## config.mk

```make
export PLATFORM = sky130hd
export DESIGN_NAME = status_lamp_driver
export DESIGN_NICKNAME = d
export VERILOG_FILES = /design/src/lamp_pkg.sv /design/src/status_lamp_driver.sv /design/src/flash_divider.sv
export SDC_FILE = /design/constraint.sdc
export NUM_CORES = 1
export LEC_CHECK = 0
export ABC_AREA = 1
export ABC_CLOCK_PERIOD_IN_PS = 1630
export BUFFER_PORTS_ARGS = -buffer_cell sky130_fd_sc_hd__buf_2
export CAP_MARGIN = 20
export CORE_MARGIN = 8
export CORE_UTILIZATION = 38
export CTS_BUF_LIST = sky130_fd_sc_hd__clkbuf_4 sky130_fd_sc_hd__clkbuf_8
export CTS_CLUSTER_SIZE = 28
export DETAILED_ROUTE_END_ITERATION = 10
export HOLD_SLACK_MARGIN = 0.05
export PLACE_DENSITY = 0.77
export SYNTH_ARGS = -nofsm -noshare
export SYNTH_HDL_FRONTEND = slang
export SYNTH_HIERARCHICAL = 1
export SYNTH_SLANG_ARGS = --single-unit
```

## constraint.sdc

```tcl
create_clock -name clk -period 1.63 [get_ports clk]
set_input_delay 0.163 -clock clk [delete_from_list [all_inputs] [get_ports clk]]
set_output_delay 0.163 -clock clk [all_outputs]
set_load 0.005 [all_outputs]
```

## src/lamp_pkg.sv

```systemverilog
// Notes on behaviour
// RULE1: Steady green while running normally, ready for refresh or checking inputs/outputs.
// RULE2: Green flashes with a 2 s period while initializing, restarting or downloading.
// RULE3: Steady red on a fatal error such as hardware failure or watchdog timeout.
// RULE4: Red flashes with a 1 s period on a communication or backplane bus error.
// RULE5: Status lamp dark with no power, during restart, or waiting for initialization.
// RULE6: Pulsed voltage channel lamp lit exactly while its control output is on.
// RULE7: Linear current channel lamp lit only while its manipulated variable exceeds 0%.
// RULE8: One lamp per output channel; lamp index i belongs to output terminal i+1.
// RULE9: Flashing comes from a free-running clock divider at 50% duty; red beats green.
package lamp_pkg;

   // ==========================================================
   // Sizes
   localparam int NUM_CHANNELS = 8;
   localparam int MV_WIDTH = 16;
   localparam int FLASH_CNT_WIDTH = 24;

   // ==========================================================
   // Timing
   localparam int CLK_FREQ_HZ = 20_000_000;
   localparam int MS_PER_S = 1000;
   localparam int FAST_FLASH_PERIOD_MS = 1000;
   localparam int SLOW_FLASH_PERIOD_MS = 2000;
   // Half of the fast period; the slow flash is derived by halving the fast one
   localparam int FAST_HALF_CYCLES = CLK_FREQ_HZ / MS_PER_S * FAST_FLASH_PERIOD_MS / 2;

   // ==========================================================
   // Register map
   localparam int ADDR_WIDTH = 12;
   localparam logic [ADDR_WIDTH-1:0] ADDR_STATUS = 12'h000;
   localparam logic [ADDR_WIDTH-1:0] ADDR_MODE = 12'h004;
   localparam int STATUS_STATE_LSB = 0;
   localparam int STATUS_GREEN_BIT = 3;
   localparam int STATUS_RED_BIT = 4;
   localparam int STATUS_LAMPS_LSB = 8;
   localparam logic [NUM_CHANNELS-1:0] MODE_RESET = 8'h00;

   // ==========================================================
   // Types
   typedef enum logic {
      MODE_PULSE = 1'b0,
      MODE_LINEAR = 1'b1
   } out_mode_t;

   typedef enum logic [2:0] {
      ST_DARK = 3'b000,
      ST_GREEN_ON = 3'b001,
      ST_GREEN_FLASH = 3'b010,
      ST_RED_ON = 3'b011,
      ST_RED_FLASH = 3'b100
   } lamp_state_t;

   typedef struct packed {
      logic powerOk;
      logic restartHalt;
      logic initializing;
      logic restarting;
      logic downloading;
      logic ioReady;
      logic ioCheck;
      logic fatalErr;
      logic busErr;
   } unit_flags_t;

   typedef struct packed {
      logic outOn;
      logic signed [MV_WIDTH-1:0] mv;
   } chan_in_t;

   typedef struct packed {
      logic psel;
      logic penable;
      logic pwrite;
      logic [ADDR_WIDTH-1:0] paddr;
      logic [31:0] pwdata;
   } apb_req_t;

   typedef struct packed {
      logic pready;
      logic [31:0] prdata;
      logic pslverr;
   } apb_rsp_t;

endpackage

```

## src/status_lamp_driver.sv

```systemverilog
`timescale 1ns/1ps
module status_lamp_driver import lamp_pkg::*; #(
   parameter int FLASH_HALF_CYCLES = FAST_HALF_CYCLES
) (
   // Clock, reset, enable
   input wire logic clk,
   input wire logic rst_n,
   input wire logic ce,
   // Register bus
   input wire apb_req_t apbReq,
   output apb_rsp_t apbRsp,
   // Unit condition and channel inputs
   input wire unit_flags_t unitFlags,
   input wire chan_in_t chanIn [NUM_CHANNELS],
   // Lamps
   output logic lampGreen,
   output logic lampRed,
   output logic [NUM_CHANNELS-1:0] outLamp
);

   // ==========================================================
   // Per-channel lamp decode
   function automatic logic chanLit(input logic mode, input chan_in_t ch);
      if (mode == MODE_LINEAR) begin
         return ch.mv > 0; // see RULE7
      end
      return ch.outOn; // see RULE6
   endfunction

   logic fastPhase;
   logic slowPhase;
   logic [NUM_CHANNELS-1:0] chanMode;
   logic [NUM_CHANNELS-1:0] next_chanMode;
   logic [31:0] rdData;
   logic [31:0] next_rdData;
   logic rdErr;
   logic next_rdErr;
   lamp_state_t unitState;
   lamp_state_t next_unitState;
   logic next_lampGreen;
   logic next_lampRed;
   logic [NUM_CHANNELS-1:0] next_outLamp;
   logic setup;
   logic access;
   logic [31:0] statusWord;

   // ==========================================================
   // Flash source
   flash_divider #(
      .HALF_CYCLES(FLASH_HALF_CYCLES)
   ) u_div (
      .clk(clk),
      .rst_n(rst_n),
      .ce(ce),
      .fastPhase(fastPhase),
      .slowPhase(slowPhase)
   );

   // ==========================================================
   // APB slave
   // Answers in the first access cycle; a frozen block holds the bus off
   assign setup = apbReq.psel & ~apbReq.penable;
   assign access = apbReq.psel & apbReq.penable;
   assign apbRsp.pready = ce;
   assign apbRsp.prdata = rdData;
   assign apbRsp.pslverr = rdErr & access;

   always_comb begin
      statusWord = '0;
      statusWord[STATUS_STATE_LSB +: $bits(lamp_state_t)] = unitState;
      statusWord[STATUS_GREEN_BIT] = lampGreen;
      statusWord[STATUS_RED_BIT] = lampRed;
      statusWord[STATUS_LAMPS_LSB +: NUM_CHANNELS] = outLamp;
   end

   // Decode in the setup cycle so read data and error come from flops
   always_comb begin
      next_chanMode = chanMode;
      next_rdData = rdData;
      next_rdErr = rdErr;
      if (ce && setup) begin
         next_rdData = '0;
         next_rdErr = 1'b0;
         case (apbReq.paddr)
            ADDR_STATUS: begin
               next_rdData = statusWord;
            end
            ADDR_MODE: begin
               next_rdData[NUM_CHANNELS-1:0] = chanMode;
            end
            default: begin
               next_rdErr = 1'b1;
            end
         endcase
      end
      // Status is read-only; a write to it is simply dropped
      if (ce && access && apbReq.pwrite && apbReq.paddr == ADDR_MODE) begin
         next_chanMode = apbReq.pwdata[NUM_CHANNELS-1:0];
      end
   end

   always_ff @(posedge clk or negedge rst_n) begin
      if (!rst_n) begin
         chanMode <= MODE_RESET;
         rdData <= '0;
         rdErr <= 1'b0;
      end else begin
         chanMode <= next_chanMode;
         rdData <= next_rdData;
         rdErr <= next_rdErr;
      end
   end

   // ==========================================================
   // Unit status lamp
   // Order matters: no power first, then red faults ahead of any green case
   always_comb begin
      next_unitState = unitState;
      if (ce) begin
         if (!unitFlags.powerOk) begin
            next_unitState = ST_DARK; // see RULE5
         end else if (unitFlags.fatalErr) begin
            next_unitState = ST_RED_ON; // see RULE3 see RULE9
         end else if (unitFlags.busErr) begin
            next_unitState = ST_RED_FLASH; // see RULE4 see RULE9
         end else if (unitFlags.restartHalt) begin
            next_unitState = ST_DARK; // see RULE5
         end else if (unitFlags.initializing || unitFlags.restarting
                      || unitFlags.downloading) begin
            next_unitState = ST_GREEN_FLASH; // see RULE2
         end else if (unitFlags.ioReady || unitFlags.ioCheck) begin
            next_unitState = ST_GREEN_ON; // see RULE1
         end else begin
            next_unitState = ST_DARK; // see RULE5
         end
      end
   end

   // Colour from the new state, so lamp and state change together
   always_comb begin
      next_lampGreen = lampGreen;
      next_lampRed = lampRed;
      next_outLamp = outLamp;
      if (ce) begin
         case (next_unitState)
            ST_GREEN_ON: begin
               next_lampGreen = 1'b1;
               next_lampRed = 1'b0;
            end
            ST_GREEN_FLASH: begin
               next_lampGreen = slowPhase; // see RULE2
               next_lampRed = 1'b0;
            end
            ST_RED_ON: begin
               next_lampGreen = 1'b0;
               next_lampRed = 1'b1;
            end
            ST_RED_FLASH: begin
               next_lampGreen = 1'b0;
               next_lampRed = fastPhase; // see RULE4
            end
            default: begin
               next_lampGreen = 1'b0;
               next_lampRed = 1'b0;
            end
         endcase
         for (int i = 0; i < NUM_CHANNELS; i++) begin
            next_outLamp[i] = chanLit(chanMode[i], chanIn[i]); // see RULE8
         end
      end
   end

   always_ff @(posedge clk or negedge rst_n) begin
      if (!rst_n) begin
         unitState <= ST_DARK;
         lampGreen <= 1'b0;
         lampRed <= 1'b0;
         outLamp <= '0;
      end else begin
         unitState <= next_unitState;
         lampGreen <= next_lampGreen;
         lampRed <= next_lampRed;
         outLamp <= next_outLamp;
      end
   end

   // Sampled reset keeps the edge that releases reset, where the flops still clear, out of it
   logic live;
   assign live = rst_n & ce;

   for (genvar g = 0; g < NUM_CHANNELS; g++) begin : g_chk

   end
endmodule

```

## src/flash_divider.sv

```systemverilog
`timescale 1ns/1ps
module flash_divider import lamp_pkg::*; #(
   parameter int HALF_CYCLES = FAST_HALF_CYCLES
) (
   // Clock, reset and enable
   input wire logic clk,
   input wire logic rst_n,
   input wire logic ce,
   // Flash phases
   output logic fastPhase,
   output logic slowPhase
);
   localparam logic [FLASH_CNT_WIDTH-1:0] LAST = FLASH_CNT_WIDTH'(HALF_CYCLES - 1);

   logic [FLASH_CNT_WIDTH-1:0] cnt;
   logic [FLASH_CNT_WIDTH-1:0] next_cnt;
   logic next_fastPhase;
   logic next_slowPhase;

   // ==========================================================
   // Free-running divider: equal halves give an exact 50% duty
   always_comb begin
      next_cnt = cnt;
      next_fastPhase = fastPhase;
      next_slowPhase = slowPhase;
      if (ce) begin
         if (cnt == LAST) begin // see RULE9
            next_cnt = '0;
            next_fastPhase = ~fastPhase;
            // Slow phase toggles once per full fast period, so it stays aligned
            if (fastPhase) begin
               next_slowPhase = ~slowPhase;
            end
         end else begin
            next_cnt = cnt + 1'b1;
         end
      end
   end

   always_ff @(posedge clk or negedge rst_n) begin
      if (!rst_n) begin
         cnt <= '0;
         fastPhase <= 1'b0;
         slowPhase <= 1'b0;
      end else begin
         cnt <= next_cnt;
         fastPhase <= next_fastPhase;
         slowPhase <= next_slowPhase;
      end
   end
endmodule

```

## Word-level counts from Yosys, hierarchy flattened

Cells that the tools add are included.

| cells by class | value |
|---|---|
| order comparisons | 8 |
| bitwise logic cells | 6 |
| equality and inequality tests | 6 |
| add/sub/neg operators | 1 |
| reduce and logical (&&, ||, !) cells | 11 |
| muxes and demuxes | 45 |

Operators by type and width:

| operator | count |
|---|---|
| 16-bit by 1-bit > comparator with 1-bit output, second input constant | 8 |
| 1-bit 2-to-1 mux | 34 |
| 24-bit by 1-bit adder with 24-bit output, second input constant | 1 |
| 24-bit equality test, second input constant | 1 |
| 24-bit 2-to-1 mux | 1 |
| 8-bit case mux with 2 select lines | 1 |
| 12-bit by 3-bit equality test with 1-bit output, second input constant | 1 |
| 12-bit zero test | 1 |
| 3-bit 2-to-1 mux | 4 |
| 8-bit 2-to-1 mux | 1 |
| 3-bit by 2-bit equality test with 1-bit output, second input constant | 2 |
| 1-bit logical AND | 4 |
| 2-bit 2-to-1 mux | 2 |
| 1-bit case mux with 2 select lines | 2 |
| 1-bit bitwise AND | 3 |
| 3-bit by 1-bit equality test with 1-bit output, second input constant | 1 |
| 3-bit equality test, second input constant | 1 |
| 1-bit logical OR | 3 |
| 1-bit inverter | 3 |
| 3-bit AND reduction | 1 |
| 2-bit AND reduction | 1 |
| 2-bit OR reduction | 1 |

| word-level totals | value |
|---|---|
| logic and storage cells | 87 |
| register bits after elaboration | 80 |
| input port bits | 195 |
| output and inout bits | 44 |

## Logic depth before layout (Yosys ltp)

| logic depth | value |
|---|---|
| word-level depth | 10 |
| mapped depth | 12 |
| depth with buffers taken out | 12 |

## Cells and area by module

Netlist, hierarchy kept.

Modules (own cells, without submodules):

| module | cells each | area an instance (um^2) | times used |
|---|---|---|---|
| status_lamp_driver | 290 | 2240.9 | 1 |
| flash_divider | 244 | 1672.9 | 1 |

## Least setup slack after synthesis

OpenSTA, ideal clock, no wires.

| timing path | value |
|---|---|
| kind | register to register |
| start | register u_div.cnt[1] |
| end | register u_div.cnt[15] |
| data arrival time | 1187 ps |
| stages on the path, launching flop included | 9 |
| setup slack | 325 ps |
| library setup time | 118 ps |
| data required time | 1512 ps |
| buffers on the path | 0 |
| cell sequence | dfrtp_1 -> ha_1 -> nand2_1 -> nor2_2 -> nand2_2 -> nor2_2 -> nand3_4 -> nand2_1 -> nor2_2 |

| between the ends | value |
|---|---|
| longest elaborated chain between the ends | 2 |
| elaborated cells on any way between the ends | 3 |

Ends and longest elaborated chain:

| item | RTL line | source |
|---|---|---|
| from (decl) | flash_divider.sv:15 | `logic [FLASH_CNT_WIDTH-1:0] cnt;` |
| from (signal assigned) | flash_divider.sv:46 | `cnt <= next_cnt;` |
| 24-bit by 1-bit adder with 24-bit output / 24-bit equality test (equally long branches) | flash_divider.sv:35, flash_divider.sv:27 |  |
| 24-bit 2-to-1 mux * | flash_divider.sv:27 | `if (cnt == LAST) begin` |

Mark *: on every way between the ends. The rest lies on a longest branch, timed or not.
A chain may end at the register's enable or synchronous reset.

## Worst setup path after layout

| timing path | value |
|---|---|
| start | register u_div.cnt[0] |
| end | register u_div.cnt[22] |

The elaborated chain is that of the path after synthesis.

==> impl_metrics.ini <==
[outcome]
status = finished clean

[routing]
firstDrtPassIters = 4
vias_per_cell = 4.69
drc = 0
wl_mm = 13.1
vias = 4171
wire_per_inst_um = 14.7
drt.antenna.violating_nets = 0
first_iter_violations = 218

[grt]
overflow = 0
grt_pass1_vias = 4118
grt_max_degree = 65
grt_first_pass_wirelength_mm = 21.0
antenna_found_initial = 0
grtUsageTotal_pct = 18.7

[layout]
drive_above_1_share_pct = 35.3
diodes = 0
fin_nets = 944
syn_to_final_growth_pct = 36.9
final_cell_count_no_fill = 889

[worst_setup_path]
cp.required_ns = 1.86
slowest_stage = dfrtp_1
max_stage_delay_ns = 0.38
crit_fanout = 4
reg2reg_to = u_div/cnt[22]
worstReg2RegStart = u_div/cnt[0]
end_kind = flip-flop
critPathKind = reg2reg
crit_path_cell_trace = ha_1 -> nand2_1 -> nor2_2 -> nand2_2 -> nor2_2 -> nand2_2 -> nor3_1 -> nor2_1
r2r_slack_ns = 0.13
crit_buf_inv = 0
critPathArrivalTime_ns = 1.74
crit_cells = 8
crit_path_start_kind = flip-flop
r2r_cells = 8
critPathTopFamily = simple AND/OR/NAND/NOR gates

[yosys]
async_reset_ff_share_pct = 100
syn_area_sq_um = 3910
yosysUniqueCellTypes = 35
synth_flop_cell = dfrtp_1
yosysWarnings = 6
syn_avg_cell_area_sq_um = 7.33
synth_area_leaders = dfrtp_1, nand2_1, nor2_1
syn_inst = 534
ys_seq_elements = 64
synth_top_area_share_pct = 40.9
synth_edf_count = 0
ys_seq_area_share_pct = 40.9
synth_area_leader_cell = dfrtp_1

[placement]
io_buffers = 198
finalWeightedCongestion = 0.878
place_inst = 867
post-dp-hpwl_mm = 10.7

[power]
p_leak_nw = 2.86
vdd_drop_max_mv = 0.377
clkPwrFrac_pct = 39.7
p_int_mw = 3.14
p_per_area_nw_per_um2 = 809
p_seq_share_pct = 42.6
power.switching_mw = 1.19
p_sw_share_pct = 27.4
comb_power_share_pct = 17.7

[sta]
drv_slew = 0
timing.final.crit_period_ns = 1.50
rsz0062_at_grt = no
finClkSkew_ns = 0.00989
fmax_mhz = 665
fin_crit_sh_pct = 92.2
fin_setup_tns_ns = 0
finalSetupViolCount = 0
hold_viol = 0

[clocking]
cts_tree = done
clockBufferDepth = 2
htreeDepth = 3
clock_latency_ns = 0.35
cts-root-buf = clkbuf_8
cts.sinks = 64
clk_pin_slew_ns = 0.08
numCtsBuffers = 9

[floorplan]
core_area_sq_um = 10200
dieArea_sq_um = 13800
fp.dieH_um = 117
rows = 37
die_width_um = 117
pin_count = 239
initial_utilization_pct = 38.4

[min_path]
hp-start = apbReq[4]
hold_depth = 3
holdPathEnd = chanMode[4]
min_path_type = in2reg

[flow_run]
maxCapViolCount = 0
==> placed cells by master, fill, tap and decap left out, types with 2 or more instances in the layout <==
cell type      netlist  final
inv_6                1      2
o21ai_0             13     13
a21oi_2              8      8
o31ai_1              3      3
nor3_1              17     17
bufinv_16            0      3
inv_2                2      2
nor2_2              11     11
inv_1               67     67
dfrtp_1             64     64
nor2_4               4      5
nor2_1              76     75
nand2_4              2      2
buf_4               18      9
buf_2                3    198
or2_2                2      2
nand3_4              2      3
conb_1               1     16
xor2_1               7      7
a21oi_1             22     22
nand3_1             23     23
nand2_2              5      5
nand4_1             15     15
nand2_1            127    127
nand3b_1             2      2
clkbuf_8             0     10
nor4_1              24     24
dlygate4sd3_1        0      4
a31oi_1              4      4
==> tightest hold or removal path, stage by stage <==
cell and delay (ns):
buf_2 0.08, nor2_1 0.04, a21oi_2 0.09
==> state kept, by name (all words and copies together) (netlist names) <==
name             count
chanMode             8
outLamp              8
rdErr                1
unitState            3
lampRed              1
rdData              16
u_div/cnt           24
lampGreen            1
u_div/fastPhase      1
u_div/slowPhase      1
==> per-layer routing <==
layer / wire length, um / vias up / GRT usage, %
met1: 5470 / 1885 / 21.7
met4: 353 / 0 / 6.41
li1: - / 2124 / -
met5: 0 / - / 0
met3: 875 / 16 / 5.76
met2: 6420 / 146 / 31.9
==> repair_timing <==
action / 4_1_cts / 5_1_grt
setup buffers: 0 / 1
setup endpoints to repair: 0 / 9
hold buffers: 4 / 0
endpoints found under the hold margin: 67 / 0
resized for setup: 0 / 3
==> how the worst max path moves through the flow <==
stage                  from             to  slack [ns]
2_1_floorplan  u_div/cnt[1]  u_div/cnt[15]        0.32
3_3_place_gp   u_div/cnt[1]  u_div/cnt[23]        0.16
3_5_place_dp   u_div/cnt[1]  u_div/cnt[13]        0.15
4_1_cts        u_div/cnt[1]  u_div/cnt[13]         0.1
5_1_grt        u_div/cnt[0]  u_div/cnt[22]       0.009
6_report       u_div/cnt[0]  u_div/cnt[22]        0.13
==> cell usage after synthesis, drive strengths merged (3+ instances only) <==
cell type / number
a21oi: 30
a31oi: 4
buf: 23
dfrtp: 64
inv: 70
nand2: 134
nand3: 25
nand4: 15
nor2: 91
nor3: 19
nor4: 24
o21ai: 13
o31ai: 3
xor2: 7
==> power by group through the flow <==
stage               logic, mW  clock network, mW  registers, mW
floorplan               0.393                  0           1.86
global placement        0.724                  0           1.87
detailed placement      0.735                  0           1.88
CTS                     0.754               1.77           1.85
global route            0.855               1.85           1.86
finish                  0.769               1.72           1.84
==> cell type report <==
class                   count  area (sq um)
well taps                 136           170
repair buffers            212          1120
inverters                  70           268
clock buffers              10           138
clock inverters             6           115
multi-input cells         391          1950
flip-flops and latches     64          1600
fillers                  1015          4830
==> metrics by stage <==
step / utilization (%) / hold slack (ns) / setup slack, ns / total power, mW / area, sq um
after detailed placement: 49.4 / 0.204 / 0.152 / 2.61 / 5030
after global placement: 49.4 / 0.201 / 0.155 / 2.60 / 5030
after global routing: 52.6 / 0.0540 / 0.00933 / 4.56 / 5360
final: 52.6 / 0.0617 / 0.127 / 4.33 / 5360
after CTS: 52.3 / 0.0510 / 0.0954 / 4.37 / 5320
after floorplan: - / -0.133 / 0.325 / 2.25 / 3970
==> logic make-up after synthesis <==
logic type               share of synthesized area [%]
AO/OA/AOI/OAI                                     8.06
XOR/XNOR                                          1.79
adder cells (fa/ha/maj)                          0.320
buffers and inverters                             11.4
flip-flops                                        40.9
other                                           0.0958
AND/OR/NAND/NOR                                   37.4
Note: power is estimated with default switching activity, not from simulation.
